$ cat config.mk
export PLATFORM = sky130hd
export DESIGN_NAME = iisc_ctrl
export DESIGN_NICKNAME = d
export VERILOG_FILES = /design/src/iisc_pkg.sv /design/src/iisc_ctrl.sv
export SDC_FILE = /design/constraint.sdc
export NUM_CORES = 1
export LEC_CHECK = 0
export BUFFER_PORTS_ARGS = -buffer_cell sky130_fd_sc_hd__buf_2
export CAP_MARGIN = 20
export CORE_MARGIN = 2
export CORE_UTILIZATION = 50
export DETAILED_ROUTE_END_ITERATION = 8
export PLACE_DENSITY_LB_ADDON = 0.12
export SLEW_MARGIN = 20
export SYNTH_ARGS = -nofsm -noshare
export SYNTH_HDL_FRONTEND = slang
export SYNTH_SLANG_ARGS = --single-unit
$ cat constraint.sdc
create_clock -name clk_i -period 8.62 [get_ports clk_i]
set_input_delay 0.431 -clock clk_i [delete_from_list [all_inputs] [get_ports clk_i]]
set_output_delay 0.431 -clock clk_i [all_outputs]
set_load 0.01 [all_outputs]
$ cat src/iisc_pkg.sv
// Constants, field layout and carrier types of the two-wire unit's
// interrupt, sleep and synchronisation logic.
// Assumes a single 100 MHz clock; addresses are the printed byte offsets.
//
// Summary of operation
// - Slave: error, ready, address, stop interrupts
// - Master: error, slave-bus, master-bus interrupts
// - Flag bit set when its condition occurs
// - Enable-set ones enable, enable-clear ones disable
// - Request while any enabled flag set
// - Request holds until clear, disable, reset
// - One shared request line; software reads flags
// - Master keeps core clock in idle
// - Master run-in-standby keeps clock, interrupts wake
// - Master standby stops clock after transaction
// - Slave run-in-standby lets address match wake
// - Slave standby without run drops receptions
// - Busy bit set at start, cleared at end
// - Synchronised write while its busy bit set gives bus error
// - Soft reset write synchronised, reset busy high
// - Enable write synchronised, enable busy high
// - Line state, master address/data writes synchronised
package iisc_pkg;

    localparam logic [5:0] OFS_CTRL_MAIN = 6'h00;
    localparam logic [5:0] OFS_CTRL_SEC  = 6'h04;
    localparam logic [5:0] OFS_EN_CLR    = 6'h14;
    localparam logic [5:0] OFS_EN_SET    = 6'h16;
    localparam logic [5:0] OFS_FLAGS     = 6'h18;
    localparam logic [5:0] OFS_STATUS    = 6'h1A;
    localparam logic [5:0] OFS_SYNC      = 6'h1C;
    localparam logic [5:0] OFS_ADDR      = 6'h24;
    localparam logic [5:0] OFS_DATA      = 6'h28;

    localparam int CM_SOFT_RESET    = 0;
    localparam int CM_ENABLE   = 1;
    localparam int CM_MODE_LO  = 2;
    localparam int CM_RUN_IN_STANDBY = 7;
    localparam logic [2:0] MODE_SLAVE  = 3'h4;
    localparam logic [2:0] MODE_MASTER = 3'h5;

    localparam int FL_ERROR  = 7;
    localparam int FL_BYTE_READY_FLAG   = 2;
    localparam int FL_ADDR_HIT_FLAG = 1;
    localparam int FL_STOP_SEEN_FLAG   = 0;
    localparam int FL_SB     = 1;
    localparam int FL_MB     = 0;

    localparam int ST_LINE_LO = 4;
    localparam int SB_SOFT_RESET   = 0;
    localparam int SB_ENABLE  = 1;
    localparam int SB_SYSTEM_OP_BUSY   = 2;

    localparam int          SYNC_CYCLES = 4;
    localparam logic [31:0] RST_WORD    = 32'h0000_0000;
    localparam logic [7:0]  RST_BYTE    = 8'h00;

    typedef struct packed {
        logic error;
        logic byte_ready_flag;
        logic addr_hit_flag;
        logic stop_seen_flag;
        logic slave_side_bus_flag;
        logic master_side_bus_flag;
    } iisc_evt_t;

    typedef struct packed {
        logic idle;
        logic standby;
        logic xfer_busy;
    } iisc_sleep_t;

    typedef enum logic [1:0] {
        OP_NONE = 2'b00,
        OP_LINE = 2'b01,
        OP_ADDR = 2'b11,
        OP_DATA = 2'b10
    } iisc_op_t;

    typedef enum logic [1:0] {
        CK_RUN   = 2'b00,
        CK_DRAIN = 2'b01,
        CK_STOP  = 2'b11
    } iisc_ck_t;

endpackage

$ cat src/iisc_ctrl.sv
// Interrupt flags, sleep clock request and write synchronisation of the
// two-wire unit.
// Assumes the protocol engine delivers one-cycle event pulses and that
// the core-domain crossing is modelled as a fixed SYNC_LEN cycle delay.
//
// Our own choice: the address-and-strobe port.
`timescale 1ns/1ns
module iisc_ctrl #(
    parameter int SYNC_LEN = iisc_pkg::SYNC_CYCLES
) (
    input  wire logic              clk_i,
    input  wire logic              sys_rst_i,
    input  wire logic [5:0]        reg_addr_i,
    input  wire logic [31:0]       reg_wdata_i,
    input  wire logic              reg_we_i,
    input  wire logic              reg_re_i,
    output logic      [31:0]       reg_rdata_o,
    output logic                   bus_err_o,
    input  wire iisc_pkg::iisc_evt_t   evt_i,
    input  wire iisc_pkg::iisc_sleep_t sleep_i,
    input  wire logic [15:0]       status_i,
    input  wire logic [7:0]        rx_data_i,
    output logic                   irq_o,
    output logic                   wake_o,
    output logic                   core_clock_req_o,
    output logic                   rx_drop_o,
    output logic                   enabled_o,
    output logic [31:0]            control_main_o,
    output logic [31:0]            control_sec_o,
    output logic [31:0]            addr_o,
    output logic [15:0]            data_o,
    output logic [1:0]             line_state_field_o,
    output logic                   system_op_busy_apply_o,
    output iisc_pkg::iisc_op_t     system_op_busy_kind_o
);

    localparam int CW = $clog2(SYNC_LEN + 1);

    logic [31:0]        ctrl_r;
    logic [31:0]        ctrl2_r;
    logic               enable_r;
    logic               enable_pend_r;
    logic [7:0]         flags_r;
    logic [7:0]         flags_nxt;
    logic [7:0]         en_r;
    logic [7:0]         en_nxt;
    logic [2:0][CW-1:0] cnt_r;
    logic [31:0]        addr_r;
    logic [15:0]        data_r;
    logic [1:0]         line_r;
    logic [31:0]        pend_val_r;
    iisc_pkg::iisc_op_t pend_op_r;
    logic [31:0]        rdata_r;
    logic               err_r;
    logic               irq_r;
    logic               wake_r;
    logic               clkreq_r;
    logic               drop_r;
    logic               apply_r;
    iisc_pkg::iisc_op_t apply_kind_r;
    iisc_pkg::iisc_ck_t ck_r;
    iisc_pkg::iisc_ck_t ck_nxt;

    function automatic logic hit(input logic [5:0] a, input logic [5:0] o);
        return a == o;
    endfunction

    // Decoding
    wire [2:0] mode      = ctrl_r[iisc_pkg::CM_MODE_LO +: 3];
    wire       is_master = mode == iisc_pkg::MODE_MASTER;
    wire       is_slave  = mode == iisc_pkg::MODE_SLAVE;
    wire       run_in_standby  = ctrl_r[iisc_pkg::CM_RUN_IN_STANDBY];
    wire [2:0] busy;
    assign busy[0] = cnt_r[0] != '0;
    assign busy[1] = cnt_r[1] != '0;
    assign busy[2] = cnt_r[2] != '0;
    wire [2:0] done;
    assign done[0] = cnt_r[0] == CW'(1);
    assign done[1] = cnt_r[1] == CW'(1);
    assign done[2] = cnt_r[2] == CW'(1);
    wire soft_reset_done = done[iisc_pkg::SB_SOFT_RESET];

    wire w_ctrl   = reg_we_i && hit(reg_addr_i, iisc_pkg::OFS_CTRL_MAIN);
    wire w_ctrl2  = reg_we_i && hit(reg_addr_i, iisc_pkg::OFS_CTRL_SEC);
    wire w_enclr  = reg_we_i && hit(reg_addr_i, iisc_pkg::OFS_EN_CLR);
    wire w_enset  = reg_we_i && hit(reg_addr_i, iisc_pkg::OFS_EN_SET);
    wire w_flags  = reg_we_i && hit(reg_addr_i, iisc_pkg::OFS_FLAGS);
    wire w_status = reg_we_i && hit(reg_addr_i, iisc_pkg::OFS_STATUS);
    wire w_addr   = reg_we_i && hit(reg_addr_i, iisc_pkg::OFS_ADDR);
    wire w_data   = reg_we_i && hit(reg_addr_i, iisc_pkg::OFS_DATA);
    wire r_flags  = reg_re_i && hit(reg_addr_i, iisc_pkg::OFS_FLAGS);

    // Soft reset request wins over the enable part of the same write
    wire ctrl_rst  = w_ctrl && reg_wdata_i[iisc_pkg::CM_SOFT_RESET];
    wire ctrl_en   = w_ctrl && !reg_wdata_i[iisc_pkg::CM_SOFT_RESET];
    // A running soft reset blocks every synchronised access
    wire rst_block = busy[iisc_pkg::SB_SOFT_RESET];
    wire sys_wr    = w_status || (is_master && (w_addr || w_data));
    wire err_rst   = ctrl_rst && rst_block;
    wire err_en    = ctrl_en && (busy[iisc_pkg::SB_ENABLE] || rst_block);
    wire err_sys   = sys_wr && (busy[iisc_pkg::SB_SYSTEM_OP_BUSY] || rst_block);
    wire err_any   = err_rst || err_en || err_sys;
    wire go_rst    = ctrl_rst && !err_rst;
    wire go_en     = ctrl_en && !err_en;
    wire go_sys    = sys_wr && !err_sys;

    // Event routing by role
    wire [7:0] ev_slave = {evt_i.error, 4'h0, evt_i.byte_ready_flag,
                           evt_i.addr_hit_flag, evt_i.stop_seen_flag};
    wire [7:0] ev_master = {evt_i.error, 5'h00, evt_i.slave_side_bus_flag,
                            evt_i.master_side_bus_flag};
    wire [7:0] ev_set = is_slave ? ev_slave :
                        (is_master ? ev_master : 8'h00);
    // Read-to-clear and write-one-to-clear both apply; a set wins
    wire [7:0] fl_clr = (w_flags ? reg_wdata_i[7:0] : 8'h00)
                      | (r_flags ? 8'hFF : 8'h00);

    assign flags_nxt = soft_reset_done ? iisc_pkg::RST_BYTE
                     : (flags_r & ~fl_clr) | ev_set;
    assign en_nxt = soft_reset_done ? iisc_pkg::RST_BYTE
                  : (en_r | (w_enset ? reg_wdata_i[7:0] : 8'h00))
                    & ~(w_enclr ? reg_wdata_i[7:0] : 8'h00);
    // One shared line for every source
    wire irq_nxt = |(flags_nxt & en_nxt);

    // Sleep behaviour
    wire master_hold = is_master && sleep_i.standby && !run_in_standby;
    wire slave_hold  = is_slave && sleep_i.standby && !run_in_standby;
    always_comb begin
        ck_nxt = ck_r;
        case (ck_r)
            iisc_pkg::CK_RUN: begin
                if (master_hold) begin
                    ck_nxt = sleep_i.xfer_busy ? iisc_pkg::CK_DRAIN
                                               : iisc_pkg::CK_STOP;
                end else if (slave_hold) begin
                    ck_nxt = iisc_pkg::CK_STOP;
                end
            end
            iisc_pkg::CK_DRAIN: begin
                if (!master_hold) begin
                    ck_nxt = slave_hold ? iisc_pkg::CK_STOP
                                        : iisc_pkg::CK_RUN;
                end else if (!sleep_i.xfer_busy) begin
                    ck_nxt = iisc_pkg::CK_STOP;
                end
            end
            iisc_pkg::CK_STOP: begin
                if (!master_hold && !slave_hold) begin
                    ck_nxt = iisc_pkg::CK_RUN;
                end else if (master_hold && sleep_i.xfer_busy) begin
                    // A new transfer holds the clock until it ends
                    ck_nxt = iisc_pkg::CK_DRAIN;
                end
            end
            default: ck_nxt = iisc_pkg::CK_RUN;
        endcase
    end
    // Idle never stops the clock; standby stops it only via the FSM
    wire clkreq_nxt = ck_nxt != iisc_pkg::CK_STOP;
    wire in_sleep   = sleep_i.idle || sleep_i.standby;
    // A slave in standby wakes only on address match, and only with run on
    wire wake_nxt = !in_sleep ? 1'b0
                  : (is_slave && sleep_i.standby)
                    ? (run_in_standby && flags_nxt[iisc_pkg::FL_ADDR_HIT_FLAG]
                       && en_nxt[iisc_pkg::FL_ADDR_HIT_FLAG])
                    : irq_nxt;
    wire drop_nxt = slave_hold;

    // Read mux
    wire [31:0] sync_word = {29'h0, busy};
    wire [31:0] stat_word = {16'h0, status_i[15:6], line_r, status_i[3:0]};
    wire [31:0] ctrl_word = {ctrl_r[31:2], enable_r, 1'b0};
    wire [31:0] rd_mux =
        hit(reg_addr_i, iisc_pkg::OFS_CTRL_MAIN) ? ctrl_word :
        hit(reg_addr_i, iisc_pkg::OFS_CTRL_SEC)  ? ctrl2_r :
        hit(reg_addr_i, iisc_pkg::OFS_EN_CLR)    ? {24'h0, en_r} :
        hit(reg_addr_i, iisc_pkg::OFS_EN_SET)    ? {24'h0, en_r} :
        hit(reg_addr_i, iisc_pkg::OFS_FLAGS)     ? {24'h0, flags_r} :
        hit(reg_addr_i, iisc_pkg::OFS_STATUS)    ? stat_word :
        hit(reg_addr_i, iisc_pkg::OFS_SYNC)      ? sync_word :
        hit(reg_addr_i, iisc_pkg::OFS_ADDR)      ? addr_r :
        hit(reg_addr_i, iisc_pkg::OFS_DATA)      ? {24'h0, rx_data_i} :
        iisc_pkg::RST_WORD;

    // Synchronisation counters: busy from the write edge onward
    always_ff @(posedge clk_i or posedge sys_rst_i) begin
        if (sys_rst_i) begin
            cnt_r <= '0;
        end else begin
            for (int i = 0; i < 3; i++) begin
                if (cnt_r[i] != '0) begin
                    cnt_r[i] <= cnt_r[i] - CW'(1);
                end
            end
            if (go_rst) begin
                cnt_r[iisc_pkg::SB_SOFT_RESET] <= CW'(SYNC_LEN);
            end
            if (go_en) begin
                cnt_r[iisc_pkg::SB_ENABLE] <= CW'(SYNC_LEN);
            end
            if (go_sys) begin
                cnt_r[iisc_pkg::SB_SYSTEM_OP_BUSY] <= CW'(SYNC_LEN);
            end
        end
    end

    // Control registers
    always_ff @(posedge clk_i or posedge sys_rst_i) begin
        if (sys_rst_i) begin
            ctrl_r        <= iisc_pkg::RST_WORD;
            ctrl2_r       <= iisc_pkg::RST_WORD;
            enable_r      <= 1'b0;
            enable_pend_r <= 1'b0;
        end else if (soft_reset_done) begin
            ctrl_r        <= iisc_pkg::RST_WORD;
            ctrl2_r       <= iisc_pkg::RST_WORD;
            enable_r      <= 1'b0;
            enable_pend_r <= 1'b0;
        end else begin
            // Main control configuration bits are frozen while the unit is enabled; the secondary word is not
            if (go_en && !enable_r) begin
                ctrl_r <= {reg_wdata_i[31:2], 2'b00};
            end
            if (go_en) begin
                enable_pend_r <= reg_wdata_i[iisc_pkg::CM_ENABLE];
            end
            if (done[iisc_pkg::SB_ENABLE]) begin
                enable_r <= enable_pend_r;
            end
            if (w_ctrl2) begin
                ctrl2_r <= reg_wdata_i;
            end
        end
    end

    // Interrupt state
    always_ff @(posedge clk_i or posedge sys_rst_i) begin
        if (sys_rst_i) begin
            flags_r <= iisc_pkg::RST_BYTE;
            en_r    <= iisc_pkg::RST_BYTE;
            irq_r   <= 1'b0;
        end else begin
            flags_r <= flags_nxt;
            en_r    <= en_nxt;
            irq_r   <= irq_nxt;
        end
    end

    // Address, data and line-state writes
    always_ff @(posedge clk_i or posedge sys_rst_i) begin
        if (sys_rst_i) begin
            addr_r       <= iisc_pkg::RST_WORD;
            data_r       <= 16'h0000;
            line_r       <= 2'b00;
            pend_val_r   <= iisc_pkg::RST_WORD;
            pend_op_r    <= iisc_pkg::OP_NONE;
            apply_r      <= 1'b0;
            apply_kind_r <= iisc_pkg::OP_NONE;
        end else begin
            apply_r <= done[iisc_pkg::SB_SYSTEM_OP_BUSY];
            if (go_sys) begin
                pend_val_r <= reg_wdata_i;
                pend_op_r  <= w_status ? iisc_pkg::OP_LINE
                            : (w_addr ? iisc_pkg::OP_ADDR : iisc_pkg::OP_DATA);
            end
            // Slave-role address and data need no synchronisation
            if (!is_master && w_addr) begin
                addr_r <= reg_wdata_i;
            end
            if (!is_master && w_data) begin
                data_r <= reg_wdata_i[15:0];
            end
            if (done[iisc_pkg::SB_SYSTEM_OP_BUSY]) begin
                apply_kind_r <= pend_op_r;
                case (pend_op_r)
                    iisc_pkg::OP_LINE:
                        line_r <= pend_val_r[iisc_pkg::ST_LINE_LO +: 2];
                    iisc_pkg::OP_ADDR: addr_r <= pend_val_r;
                    iisc_pkg::OP_DATA: data_r <= pend_val_r[15:0];
                    default: ;
                endcase
            end
        end
    end

    // Bus answer and sleep outputs
    always_ff @(posedge clk_i or posedge sys_rst_i) begin
        if (sys_rst_i) begin
            rdata_r  <= iisc_pkg::RST_WORD;
            err_r    <= 1'b0;
            ck_r     <= iisc_pkg::CK_RUN;
            clkreq_r <= 1'b1;
            wake_r   <= 1'b0;
            drop_r   <= 1'b0;
        end else begin
            rdata_r  <= reg_re_i ? rd_mux : iisc_pkg::RST_WORD;
            err_r    <= err_any;
            ck_r     <= ck_nxt;
            clkreq_r <= clkreq_nxt;
            wake_r   <= wake_nxt;
            drop_r   <= drop_nxt;
        end
    end

    assign reg_rdata_o        = rdata_r;
    assign bus_err_o          = err_r;
    assign irq_o              = irq_r;
    assign wake_o             = wake_r;
    assign core_clock_req_o   = clkreq_r;
    assign rx_drop_o          = drop_r;
    assign enabled_o          = enable_r;
    assign control_main_o     = ctrl_word;
    assign control_sec_o      = ctrl2_r;
    assign addr_o             = addr_r;
    assign data_o             = data_r;
    assign line_state_field_o = line_r;
    assign system_op_busy_apply_o      = apply_r;
    assign system_op_busy_kind_o       = apply_kind_r;

    chk_addr_hit_flag_sets: assert property (
        @(posedge clk_i) disable iff (sys_rst_i)
        (is_slave && evt_i.addr_hit_flag && !soft_reset_done)
            |=> flags_r[iisc_pkg::FL_ADDR_HIT_FLAG])
        else $error("address match event did not set its flag");

    chk_irq_follows: assert property (
        @(posedge clk_i) disable iff (sys_rst_i)
        irq_o == |(flags_r & en_r))
        else $error("interrupt line disagrees with flags and enables");

    chk_enset_bit: assert property (
        @(posedge clk_i) disable iff (sys_rst_i)
        (w_enset && reg_wdata_i[0] && !soft_reset_done) |=> en_r[0])
        else $error("enable set write did not enable");

    chk_enclr_bit: assert property (
        @(posedge clk_i) disable iff (sys_rst_i)
        (w_enclr && reg_wdata_i[0]) |=> !en_r[0])
        else $error("enable clear write did not disable");

    chk_flag_w1c: assert property (
        @(posedge clk_i) disable iff (sys_rst_i)
        (w_flags && reg_wdata_i[7] && !evt_i.error && (is_slave || is_master))
            |=> !flags_r[7])
        else $error("write one did not clear error flag");

    chk_enable_busy: assert property (
        @(posedge clk_i) disable iff (sys_rst_i)
        (go_en && !go_rst) |=> busy[iisc_pkg::SB_ENABLE] [*4]
            ##1 !busy[iisc_pkg::SB_ENABLE])
        else $error("enable busy length wrong");

    chk_busy_error: assert property (
        @(posedge clk_i) disable iff (sys_rst_i)
        (sys_wr && busy[iisc_pkg::SB_SYSTEM_OP_BUSY]) |=> bus_err_o)
        else $error("write while busy gave no bus error");

    chk_soft_reset_clears: assert property (
        @(posedge clk_i) disable iff (sys_rst_i)
        // Four busy cycles at the default sync length, then one to apply
        go_rst |=> ##4 (flags_r == 8'h00 && en_r == 8'h00 && !irq_o))
        else $error("soft reset did not clear interrupt state");

    chk_slave_drop: assert property (
        @(posedge clk_i) disable iff (sys_rst_i)
        slave_hold |=> rx_drop_o && !core_clock_req_o)
        else $error("slave standby did not drop receptions");

    chk_drain_clock: assert property (
        @(posedge clk_i) disable iff (sys_rst_i)
        (master_hold && sleep_i.xfer_busy) |=> core_clock_req_o)
        else $error("core clock stopped during a transaction");

    chk_idle_clock: assert property (
        @(posedge clk_i) disable iff (sys_rst_i)
        (is_master && !sleep_i.standby) |=> core_clock_req_o)
        else $error("master stopped core clock outside standby");

endmodule

==> Word level (Yosys, flattened, before mapping) <==
Index checks and enable logic that the tools add are counted.
{ "word_totals": {"ff_bits": 217, "latch_bits": 0, "mem_bits_rw": 0, "mem_bits_ro": 0, "input_bits": 75, "mem_count": 0} }
{ "classes": {"n_addsub": 3, "multipliers": 0, "div": 0, "n_lt_le_gt_ge": 0, "eq_ne": 19, "n_shift": 0, "n_mux": 51, "bitwise": 8, "reduce_logical": 59} }
{ "ops": {"columns": ["operator", "count"], "rows": [
  ["32-bit two-way mux", 16],
  ["8-bit two-way mux", 9],
  ["16-bit two-way mux", 3],
  ["6-bit by 5-bit equality test with 1-bit output, second input constant", 5],
  ["1-bit logical AND", 29],
  ["8-bit AND", 3],
  ["8-bit bitwise OR", 3],
  ["2-bit two-way mux", 9],
  ["3-bit two-way mux", 6],
  ["8-bit NOT", 2],
  ["2-bit nonzero test", 7],
  ["6-bit equality test, second input constant", 2],
  ["3-bit by 1-bit equality test with 1-bit output, second input constant", 3],
  ["1-bit zero test", 9],
  ["3-bit nonzero test", 3],
  ["3-bit by 1-bit subtractor with 3-bit output, second input constant", 3],
  ["8-bit OR reduction", 1],
  ["1-bit logical OR", 7],
  ["1-bit two-way mux", 7],
  ["2-bit equality test, second input constant", 3],
  ["3-bit equality test, second input constant", 2],
  ["6-bit by 3-bit equality test with 1-bit output, second input constant", 1],
  ["6-bit zero test", 1],
  ["2-bit one-hot mux with 3 select lines", 1],
  ["4 further kinds", 5]
]} }

==> Depth between registers and ports, before layout <==
Gate-level depths: netlist of the first run.
{ "depth": {"ltp_word": 12, "depth_mapped": 9} }

==> Least setup slack after synthesis of the first run <==
No wires, ideal clock.
{ "synth_timing": {"path_kind": "input to register", "startpoint": "input reg_addr_i[3]", "endpoint": "register wake_r (netlist: wake_o)", "t_arrival_ns": 2.096, "required_time_ns": 8.476, "path_slack_ns": 6.380, "cell_stages": 7, "cell_sequence": "buf_6 > or4b_4 > or3b_1 > o221ai_1 > o32ai_1 > a211oi_2 > a41oi_1"} }
{ "synth_between": {"elab_chain_cells": 12, "elab_cells_between_ends": 26, "cone_classes": "eq/ne (3); mux (8); bitwise (8); reduce/logical (7)"} }
{ "synth_lines": {"columns": ["item", "line", "source"], "rows": [
  ["start, declared", "iisc_ctrl.sv:13", "input wire logic [5:0] reg_addr_i,"],
  ["6-bit by 5-bit equality test with 1-bit output", "iisc_ctrl.sv:65", "return a == o;"],
  ["1-bit logical AND (on tied branches)", "iisc_ctrl.sv:87, iisc_ctrl.sv:91", null],
  ["8-bit two-way mux (on tied branches)", "iisc_ctrl.sv:115, iisc_ctrl.sv:116", null],
  ["8-bit bitwise OR", "iisc_ctrl.sv:116", "| (r_flags ? 8'hFF : 8'h00);"],
  ["8-bit NOT", "iisc_ctrl.sv:119", ": (flags_r & ~fl_clr) | ev_set;"],
  ["8-bit AND", "iisc_ctrl.sv:119", null],
  ["8-bit bitwise OR", "iisc_ctrl.sv:119", null],
  ["8-bit two-way mux", "iisc_ctrl.sv:118", "assign flags_nxt = soft_reset_done ? iisc_pkg::RST_BYTE"],
  ["8-bit AND or 1-bit logical AND (tied branches)", "iisc_ctrl.sv:124, iisc_ctrl.sv:165", null],
  ["8-bit OR reduction or 1-bit logical AND (tied branches)", "iisc_ctrl.sv:124, iisc_ctrl.sv:166", null],
  ["1-bit two-way mux (*)", "iisc_ctrl.sv:165", "? (run_in_standby && flags_nxt[iisc_pkg::FL_ADDR_HIT_FLAG]"],
  ["1-bit two-way mux (*)", "iisc_ctrl.sv:163", "wire wake_nxt = !in_sleep ? 1'b0"],
  ["named net wake_nxt", "iisc_ctrl.sv:163", null],
  ["end signal, assigned", "iisc_ctrl.sv:301", "wake_r <= wake_nxt;"],
  ["end, declared", "iisc_ctrl.sv:56", "logic wake_r;"]
]} }
Mark *: on every way through the listed nets, which the timed path passes. The rest lies on a longest branch.
A chain may end at the register's enable or synchronous reset.

==> Worst setup path in the final report of the first run <==
{ "layout_timing": {"startpoint": "input reg_addr_i[1]", "endpoint": "register ctrl_r[19]"} }
{ "layout_between": {"elab_chain_cells": 8} }
{ "layout_lines": {"columns": ["item", "line", "source"], "rows": [
  ["6-bit zero test (*)", "iisc_ctrl.sv:65", null],
  ["1-bit logical AND (*)", "iisc_ctrl.sv:83", "wire w_ctrl = reg_we_i && hit(reg_addr_i, iisc_pkg::OFS_CTRL_MAIN);"],
  ["1-bit logical AND (*)", "iisc_ctrl.sv:95", "wire ctrl_en = w_ctrl && !reg_wdata_i[iisc_pkg::CM_SOFT_RESET];"],
  ["1-bit logical AND", "iisc_ctrl.sv:100", "wire err_en = ctrl_en && (busy[iisc_pkg::SB_ENABLE] || rst_block);"],
  ["1-bit zero test", "iisc_ctrl.sv:104", "wire go_en = ctrl_en && !err_en;"],
  ["1-bit logical AND (*)", "iisc_ctrl.sv:104", null],
  ["1-bit logical AND (*)", "iisc_ctrl.sv:222", "if (go_en && !enable_r) begin"],
  ["2-bit nonzero test (no source line) (*)", null, null],
  ["end signal, assigned", "iisc_ctrl.sv:211", "ctrl_r <= iisc_pkg::RST_WORD;"],
  ["end signal, assigned", "iisc_ctrl.sv:216", "ctrl_r <= iisc_pkg::RST_WORD;"],
  ["end signal, assigned", "iisc_ctrl.sv:223", "ctrl_r <= {reg_wdata_i[31:2], 2'b00};"],
  ["end, declared", "iisc_ctrl.sv:39", "logic [31:0] ctrl_r;"]
]} }
Mark *: on every way between the ends. The rest lies on a longest branch, timed or not.

==> results of run 1 <==
## worst register-to-register path: stages, from the launching register on
cell,delay (ns)
dfrtp_1,0.40
inv_1,0.11
ha_1,0.21
nand2b_1,0.12
nor2_1,0.14
nand4b_2,0.25
o21ai_2,0.60
buf_4,0.40
nand3_1,0.16
nand2_1,0.09
## synthesized netlist by cell type, types with 25 or more instances
master	instances
a22oi_1	36
a22o_1	32
clkbuf_1	31
nand2_1	121
nor2_1	53
a21oi_1	54
dfrtp_1	214
buf_2	25
mux2i_1	54
mux2_2	31
a21boi_0	25
nand3_1	38
## report_power, final
group          internal (µW)  leakage [µW]  switching, µW
clock                    621      0.000387            406
combinational            288       0.00297            464
sequential              1200       0.00273            155
## state kept, by name, summed over array words and instances (netlist names), 8 cells and up
name           count
reg_rdata_o       32
data_o            16
control_sec_o     32
pend_val_r        32
ctrl_r            30
flags_r            8
cnt_r              9
en_r               8
addr_o            32
## worst max path at each step
stage | start | end | slack (ns) | cells past startpoint
floorplan | sys_rst_i | addr_o[0]$_DFF_PP0_ | 2.31 | 1
global placement | reg_addr_i[1] | ctrl_r[19]$_DFFE_PP0P_ | 5.33 | 9
detailed placement | reg_addr_i[2] | control_sec_o[9]$_DFFE_PP0P_ | 5.29 | 8
CTS | reg_addr_i[2] | control_sec_o[9]$_DFFE_PP0P_ | 5.80 | 8
global route | reg_addr_i[1] | ctrl_r[19]$_DFFE_PP0P_ | 5.65 | 9
finish | reg_addr_i[1] | ctrl_r[19]$_DFFE_PP0P_ | 5.71 | 9
## through the flow
step | setup WS [ns] | cell area [µm²] | total power, µW | hold WS, ns | std cells
2_1_floorplan | 2.31 | 9700 | 1780 | 0.467 | 889
3_3_place_gp | 5.33 | 11000 | 2100 | 0.460 | 1324
3_5_place_dp | 5.29 | 11000 | 2120 | 0.466 | 1324
4_1_cts | 5.80 | 11800 | 3150 | 0.138 | 1364
5_1_grt | 5.65 | 11800 | 3290 | 0.186 | 1364
6_report | 5.71 | 11800 | 3130 | 0.0989 | 1364
## cell families after synthesis
| family | Yosys count | synth area share [%] |
|---|---|---|
| and+or+nand+nor | 271 | 13.6 |
| AOI/OAI and AO/OA | 224 | 16.2 |
| DFF | 215 | 55.5 |
| muxes | 88 | 9.64 |
| buffers and inverters | 80 | 3.81 |
| adders and majority gates | 9 | 1.16 |
| other | 1 | 0.0387 |
| xor gates and xnor gates | 1 | 0.0903 |
## layout by cell type (no fill, tap or decap), types with 3 or more instances in the layout
cell,synthesis,final
buf_2,25,226
dfrtp_1,214,214
nand2_1,121,121
mux2i_1,54,54
a21oi_1,54,53
nor2_1,53,52
a22oi_1,36,36
nand3_1,38,35
a22o_1,32,32
mux2_2,31,31
a21boi_0,25,25
clkbuf_16,0,25
o21ai_0,24,24
inv_1,15,14
nor2b_1,14,14
buf_4,4,13
ha_1,9,9
o22ai_1,7,7
a31oi_1,7,7
a222oi_1,6,6
nor3_1,7,6
nand2b_1,6,5
a41oi_1,5,5
a311oi_1,5,5
clkbuf_1,31,5
nand3_2,1,4
clkbuf_8,0,4
or3_1,3,3
nor3_2,2,3
nand3b_1,3,3
mux2_4,3,3
a221oi_1,3,3
o311a_1,3,3
clkinv_2,0,3
## final cells by class
cell class                      instances  area [µm²]
Fill cell                            1611        7110
Sequential cell                       215        5380
Multi-Input combinational cell        594        3990
Timing Repair Buffer                  240        1240
Clock buffer                           34         699
Tap cell                              260         325
Clock inverter                          6        83.8
Inverter                               15        63.8
## routing by layer
| layer | part of all wire, % | track usage, % |
|---|---|---|
| met1 | 43 | 40.9 |
| met2 | 46 | 42.1 |
| met3 | 8.5 | 5.60 |
| met4 | 1.9 | 6.71 |
| met5 | 0.045 | 0 |
==> results.sh, run 1 <==
export IMPL_r2r_start="cnt_r[0]$_DFFE_PP0P_"
export IMPL_io_pins=230
export IMPL_ys_seq_area_share_pct=55.5
export IMPL_reg2reg_depth=9
export IMPL_area_delta_synth_final_pct=21.5
export IMPL_cts_htree_levels=1
export IMPL_n_antenna_cell=0
export IMPL_initial_core_util_pct=51.3
export IMPL_postCtsHoldBufs=0
export IMPL_postRouteAntennaNets=0
export IMPL_crit_required_ns=9.06
export IMPL_fin_setup_tns_ns=0
export IMPL_wl_per_cell_um=21.1
export IMPL_ys_types=68
export IMPL_fmax_mhz=343
export IMPL_yosys_warnings=0
export IMPL_die_area_um2=20500
export IMPL_grt_pass1_vias=7530
export IMPL_gp_congestion=0.909
export IMPL_cts_tree="yes"
export IMPL_first_pass_iters=8
export IMPL_rows=50
export IMPL_path_common_cell="buf_4"
export IMPL_synth_area_per_cell_um2=10.9
export IMPL_grt_pass1_wl_um=43900
export IMPL_worstReg2RegEnd="ctrl_r[19]$_DFFE_PP0P_"
export IMPL_cp_arrival_ns=3.35
export IMPL_path_class="input pin to flip-flop"
export IMPL_cp_top_family="simple AND/OR/NAND/NOR gates"
export IMPL_min_path_type="input pin to asynchronous set/reset pin"
export IMPL_clk_pin_slew_ns=0.06
export IMPL_setup_viol=0
export IMPL_cts_buffers=24
export IMPL_synth_top_cell_area_share_pct=55.2
export IMPL_final_nets=1174
export IMPL_fin_util_pct=62.4
export IMPL_root_buffer="clkbuf_16"
export IMPL_chipHeight_um=143
export IMPL_synth_nets=973
export IMPL_worstPathMaxFanout=34
export IMPL_cpPeakStageDelay_ns=0.60
export IMPL_route_detailed_drc=0
export IMPL_grt_overflow_total=0
export IMPL_synthesis_area_um2=9700
export IMPL_syn_inst=889
export IMPL_track_usage_pct=27.7
export IMPL_portBuffers=226
export IMPL_synthArstFlopShare_pct=100
export IMPL_leakage_uw=0.00608
export IMPL_grt_max_degree=134
export IMPL_skew_ns=0.0193
export IMPL_coreArea_um2=18900
export IMPL_slew_violations=0
export IMPL_timing_critical_path_buf_inv=3
export IMPL_dp_hpwl_um=18700
export IMPL_clockBufferDepth=3
export IMPL_outcome="completed"
export IMPL_slowest_stage="o21ai_2"
export IMPL_hold_violations=0
export IMPL_powerDensity_nw_per_um2=266
export IMPL_num_vias=7910
export IMPL_end_kind="flip-flop"
export IMPL_fin_crit_sh_pct=33.8
export IMPL_antenna_found_initial=1
export IMPL_clock_sinks=215
export IMPL_maxCapViolations=0
export IMPL_synth_largest_area_cell="dfrtp_1"
export IMPL_dominantRegCellSynth="dfrtp_1"
export IMPL_relSlewSlack_pct=26.4
export IMPL_crit_chain="buf_2, or3_1, nor4_4, buf_4, nand4b_2, o21ai_2, buf_4, nand3_1, nand2_1"
export IMPL_startpoint_type="input pin"
export IMPL_die_width_um=143
export IMPL_ctsResizeCount=0
export IMPL_synth_seq_cells=215
export IMPL_drt_iter0_markers=648
export IMPL_period_needed_ns=2.91
export IMPL_vias_per_cell=5.80
export IMPL_worstMarginPinSlew_ns=1.10
export IMPL_reg2reg_setup_slack_ns=6.06
export IMPL_ir_drop_uv=162
export IMPL_insertion_delay_ns=0.51
export IMPL_ys_top_cells_by_area="dfrtp_1 (55%), mux2i_1 (5.6%), nand2_1 (4.7%)"
export IMPL_routed_wl_um=28700
export IMPL_cts_setup_buffers=0
export IMPL_rsz0062_at_grt="no"
export IMPL_synth_edff_count=0
export IMPL_layout_drive_gt1_share_pct=30.7
No activity file was read; power rests on OpenSTA's default activity.
==> inputs of run 2 (changes only) <==
- clock period: 8.62 -> 2.9 ns (I/O delays scaled with it)
==> run 2 against run 1 <==
Global-route usage is 0.96 points higher. Clock-buffer cell count is 1 lower. Sequential share of layout area is 1.9 points lower. Sequential cell count stayed put. Via count is 3.0% higher. Worst hold slack worse by 0.073 ns. Worst setup slack worse by 5.1 ns. Combinational power grew to 3.1 times the previous value. Final cell count is 4.1% higher. Cell area is 4.3% higher. Die area stayed put. Critical endpoint is now ctrl_r[20]$_DFFE_PP0P_. Largest power group unchanged. Highest routed layer is now met4.
==> results.sh, run 2 (synthesis results as in run 1) <==
export IMPL_outcome="completed"
export IMPL_startpoint_type="flip-flop"
export IMPL_root_buffer="clkbuf_16"
export IMPL_wl_per_cell_um=20.7
export IMPL_routed_wl_um=29300
export IMPL_layout_common_cells="buf_2 (226), dfrtp_1 (214), nand2_1 (121)"
export IMPL_finalInstanceArea_um2=12300
export IMPL_fmax_mhz=441
export IMPL_die_area_um2=20500
export IMPL_path_class="flip-flop to flip-flop"
export IMPL_track_usage_pct=28.6
export IMPL_initial_core_util_pct=51.3
export IMPL_final_nets=1229
export IMPL_hold_violations=0
export IMPL_grt_pass1_wl_um=45200
export IMPL_n_antenna_cell=0
export IMPL_dp_hpwl_um=19700
export IMPL_end_kind="flip-flop"
export IMPL_fin_crit_sh_pct=78.2
export IMPL_setup_viol=0
export IMPL_crit_required_ns=3.31
export IMPL_seq_area_um2=5380
export IMPL_grt_pass1_vias=7896
export IMPL_ir_drop_uv=470
export IMPL_route_detailed_drc=0
export IMPL_min_path_type="input pin to flip-flop"
export IMPL_chipHeight_um=143
export IMPL_coreArea_um2=18900
export IMPL_die_width_um=143
export IMPL_io_pins=230
export IMPL_post_dp_cell_area_um2=11100
export IMPL_p_total_uw=9150
export IMPL_powerDensity_nw_per_um2=745
export IMPL_area_delta_synth_final_pct=26.7
export IMPL_clk_pin_slew_ns=0.06
export IMPL_first_pass_iters=7
export IMPL_grt_max_degree=61
export IMPL_num_vias=8149
export IMPL_postRouteAntennaNets=0
export IMPL_layout_commonest_cell="buf_2"
export IMPL_multi_input_area_um2=3990
export IMPL_grt_util_met2_pct=44.6
export IMPL_gp_congestion=0.938
export IMPL_drt_iter0_markers=682
export IMPL_layout_drive_gt1_share_pct=30.3
export IMPL_whs_ns=0.0257
export IMPL_rows=50
export IMPL_skew_ns=0.0101
export IMPL_ctsResizeCount=0
export IMPL_fillers=1588
export IMPL_maxCapViolations=0
export IMPL_cp_arrival_ns=2.67
export IMPL_cts_htree_levels=1
export IMPL_antenna_found_initial=0
export IMPL_slew_violations=0
export IMPL_worstPathMaxFanout=20
export IMPL_cts_tree="yes"
export IMPL_clockBufferDepth=3
export IMPL_worstMarginPinSlew_ns=1.10
export IMPL_grt_overflow_total=0
export IMPL_portBuffers=226
export IMPL_leakage_uw=0.00630
export IMPL_use_met3_pct=6.07
export IMPL_grt_util_met1_pct=41.1
export IMPL_busiest_layer="met2"
export IMPL_clock_sinks=215
export IMPL_rsz0062_at_grt="no"
export IMPL_vias_per_cell=5.74
export IMPL_insertion_delay_ns=0.52
export IMPL_relSlewSlack_pct=26.6
export IMPL_period_needed_ns=2.27
export IMPL_cts_buffers=23
[run 2: cell count changes in the layout (fill, tap and decap cells not counted), moves of 2 or more]
cell	delta
dlygate4sd3_1	+43
buf_4	+10
buf_12	+4
bufinv_16	-2
clkbuf_16	-2
clkinv_2	+2
clkinvlp_4	+2
[run 2: per-layer routing]
layer / wire length [µm] / part of all wire [%] / up-vias
met2: 13400 / 46 / 375
met4: 629 / 2.1 / 0
li1: - / - / 3698
met3: 2710 / 9.2 / 45
met5: 0 / 0 / -
met1: 12600 / 43 / 4031
[run 2: layout make-up]
| type | count | share of cell area, % |
|---|---|---|
| Multi-Input combinational cell | 594 | 32.5 |
| Clock buffer | 33 | 5.40 |
| Timing Repair Buffer | 296 | 14.8 |
| Sequential cell | 215 | 43.8 |
| Tap cell | 260 | 2.65 |
| Inverter | 15 | 0.489 |
| Clock inverter | 7 | 0.428 |
[run 2: stage by stage]
stage / instances / utilization [%] / setup slack, ns / setup TNS [ns]
floorplan: 889 / - / -0.0423 / -9.06
global placement: 1337 / 59.0 / 0.513 / 0
detailed placement: 1337 / 59.0 / 0.540 / 0
CTS: 1420 / 65.0 / 0.650 / 0
global route: 1420 / 65.0 / 0.444 / 0
finish: 1420 / 65.0 / 0.632 / 0
[run 2: what timing repair did]
action	CTS	global route
hold buffers	43	0
buffers inserted	0	0
endpoints found under the setup margin	0	0
endpoints found under the hold margin	157	0
[run 2: power by group]
part           internal, µW  switching [µW]
sequential             3560             459
combinational           928            1400
clock                  1600            1200
total                  6090            3060
[run 2: final timing paths]
check / cells after the start / end / startpoint / slack [ns]
setup / recovery: 9 / ctrl_r[20]$_DFFE_PP0P_ / cnt_r[3]$_DFFE_PP0P_ / 0.63
hold / removal: 3 / ctrl_r[5]$_DFFE_PP0P_ / reg_wdata_i[5] / 0.03
setup reg to reg: 9 / ctrl_r[20]$_DFFE_PP0P_ / cnt_r[3]$_DFFE_PP0P_ / 0.63
hold reg to reg: 2 / system_op_busy_kind_o[0]$_DFFE_PP0P_ / system_op_busy_kind_o[0]$_DFFE_PP0P_ / 0.47
max in group asynchronous: 4 / ctrl_r[23]$_DFFE_PP0P_ / sys_rst_i / 1.68
min in group asynchronous: 3 / bus_err_o$_DFF_PP0_ / sys_rst_i / 0.40
[run 2: critical path, stage by stage, from the launching register on]
cell and delay (ns):
dfrtp_1 0.41, inv_1 0.10, ha_1 0.18, nand2b_1 0.14
nor2_1 0.15, nand4b_2 0.24, o21a_1 0.46, buf_4 0.31
nand2_1 0.11, nand2_1 0.05
==> inputs of run 3 (changes only) <==
- clock period: 2.9 -> 2.3 ns (I/O delays scaled with it)
==> run 3 against run 2 <==
Die area unchanged. Sequential cell count unchanged. Critical endpoint is now reg_rdata_o[2]$_DFF_PP0_. Clock skew increased by 0.0070 ns. Highest routed layer unchanged. Global-route usage increased by 0.70 points. Utilization increased by 1.8 points. First-iteration DRC count decreased by 11%. Largest power group unchanged.
==> results.sh, run 3 (synthesis results as in run 1) <==
export IMPL_slew_violations=0
export IMPL_cts_tree="yes"
export IMPL_stdcell_count=1444
export IMPL_worstPathMaxFanout=7
export IMPL_grt_max_degree=75
export IMPL_rsz0062_at_grt="no"
export IMPL_reg2reg_depth=6
export IMPL_num_vias=8281
export IMPL_timing_final_ws_setup_ns=0.167
export IMPL_chipHeight_um=143
export IMPL_area_delta_synth_final_pct=30.1
export IMPL_layout_drive_gt1_share_pct=31.7
export IMPL_clk_pin_slew_ns=0.06
export IMPL_antenna_found_initial=0
export IMPL_cts_setup_buffers=0
export IMPL_drt_iter0_markers=608
export IMPL_layout_common_cells="buf_2 (226), dfrtp_1 (214), nand2_1 (121)"
export IMPL_io_pins=230
export IMPL_rows=50
export IMPL_setup_viol=0
export IMPL_skew_ns=0.0171
export IMPL_vias_per_cell=5.73
export IMPL_clockBufferDepth=3
export IMPL_outcome="completed"
export IMPL_grt_pass1_vias=7976
export IMPL_track_usage_pct=29.3
export IMPL_hold_violations=0
export IMPL_root_buffer="clkbuf_16"
export IMPL_finalInstanceArea_um2=12600
export IMPL_grt_overflow_total=0
export IMPL_insertion_delay_ns=0.52
export IMPL_period_needed_ns=2.13
export IMPL_fin_crit_sh_pct=92.7
export IMPL_powerDensity_nw_per_um2=967
export IMPL_gp_congestion=0.950
export IMPL_layout_commonest_cell="buf_2"
export IMPL_leakage_uw=0.00648
export IMPL_crit_required_ns=2.68
export IMPL_cts_htree_levels=1
export IMPL_route_detailed_drc=0
export IMPL_worstMarginPinSlew_ns=0.992
export IMPL_relSlewSlack_pct=33.8
export IMPL_min_path_type="input pin to flip-flop"
export IMPL_grt_pass1_wl_um=46100
export IMPL_p_total_uw=12200
export IMPL_postRouteAntennaNets=0
export IMPL_die_area_um2=20500
export IMPL_cp_arrival_ns=2.51
export IMPL_dp_slack_ns=0.0365
export IMPL_path_class="flip-flop to flip-flop"
export IMPL_cts_buffers=24
export IMPL_portBuffers=226
export IMPL_n_antenna_cell=0
export IMPL_die_width_um=143
export IMPL_end_kind="flip-flop"
export IMPL_ir_drop_uv=683
export IMPL_fmax_mhz=469
export IMPL_routed_wl_um=30300
export IMPL_clock_sinks=215
export IMPL_first_pass_iters=7
export IMPL_initial_core_util_pct=51.3
export IMPL_startpoint_type="flip-flop"
export IMPL_final_nets=1252
export IMPL_maxCapViolations=0
export IMPL_post_dp_cell_area_um2=11300
export IMPL_dp_cells=1355
export IMPL_dp_hpwl_um=20300
export IMPL_wl_per_cell_um=21.0
export IMPL_hold_depth=4
export IMPL_coreArea_um2=18900
==> run 3: timing repair <==
item / 4_1_cts / 5_1_grt
gates resized for setup: 0 / 1
hold buffers: 46 / 0
hold endpoints to repair: 352 / 0
endpoints found under the setup margin: 0 / 33
==> run 3: final timing paths <==
kind	start	slack [ns]	end
worst max-delay path	cnt_r[6]$_DFFE_PP0P_	0.17	reg_rdata_o[2]$_DFF_PP0_
worst min-delay path	evt_i[4]	0.01	flags_r[2]$_DFF_PP0_
worst max register to register	cnt_r[6]$_DFFE_PP0P_	0.17	reg_rdata_o[2]$_DFF_PP0_
worst min register to register	system_op_busy_kind_o[0]$_DFFE_PP0P_	0.48	system_op_busy_kind_o[0]$_DFFE_PP0P_
max in group asynchronous	sys_rst_i	1.38	addr_o[1]$_DFF_PP0_
min in group asynchronous	sys_rst_i	0.10	cnt_r[2]$_DFFE_PP0P_
==> run 3: critical path: stages, from the launching register on <==
cell       delay (ns)
dfrtp_1          0.39
inv_1            0.06
ha_1             0.20
ha_1             0.30
a2111oi_0        0.55
a2111oi_0        0.15
o31ai_1          0.35
==> run 3: report_power, final <==
group          internal, µW  switching [µW]  leakage [µW]  total (µW)
combinational          1240            1830       0.00334        3070
clock                  2550            1530      0.000418        4080
sequential             4490             561       0.00273        5050
total                  8280            3920       0.00648       12200
==> run 3: through the flow <==
stage	util [%]	setup TNS [ns]	hold WS (ns)
finish	66.8	0	0.0126
global route	66.8	0	0.0186
CTS	66.7	0	0.00727
detailed placement	59.8	0	0.0705
global placement	59.8	0	0.0709
floorplan	-	-131.04	0.226
==> run 3: final cells by class <==
type,instances,area [µm²]
sequential,215,5380
tap,260,325
multi-input combinational,595,4000
clock inverter,12,203
clock buffer,30,643
timing repair buffer,317,2000
fill,1498,6270
inverter,15,60.1
==> run 3: metal layers <==
layer,vias to the layer above,global-route usage [%],share of wire (%),wire [µm]
met5,-,0,0,0
met4,0,6.40,1.7,516
met3,40,5.60,7.5,2270
met2,354,45.4,46,14000
met1,4134,43.3,45,13500
li1,3753,-,-,-
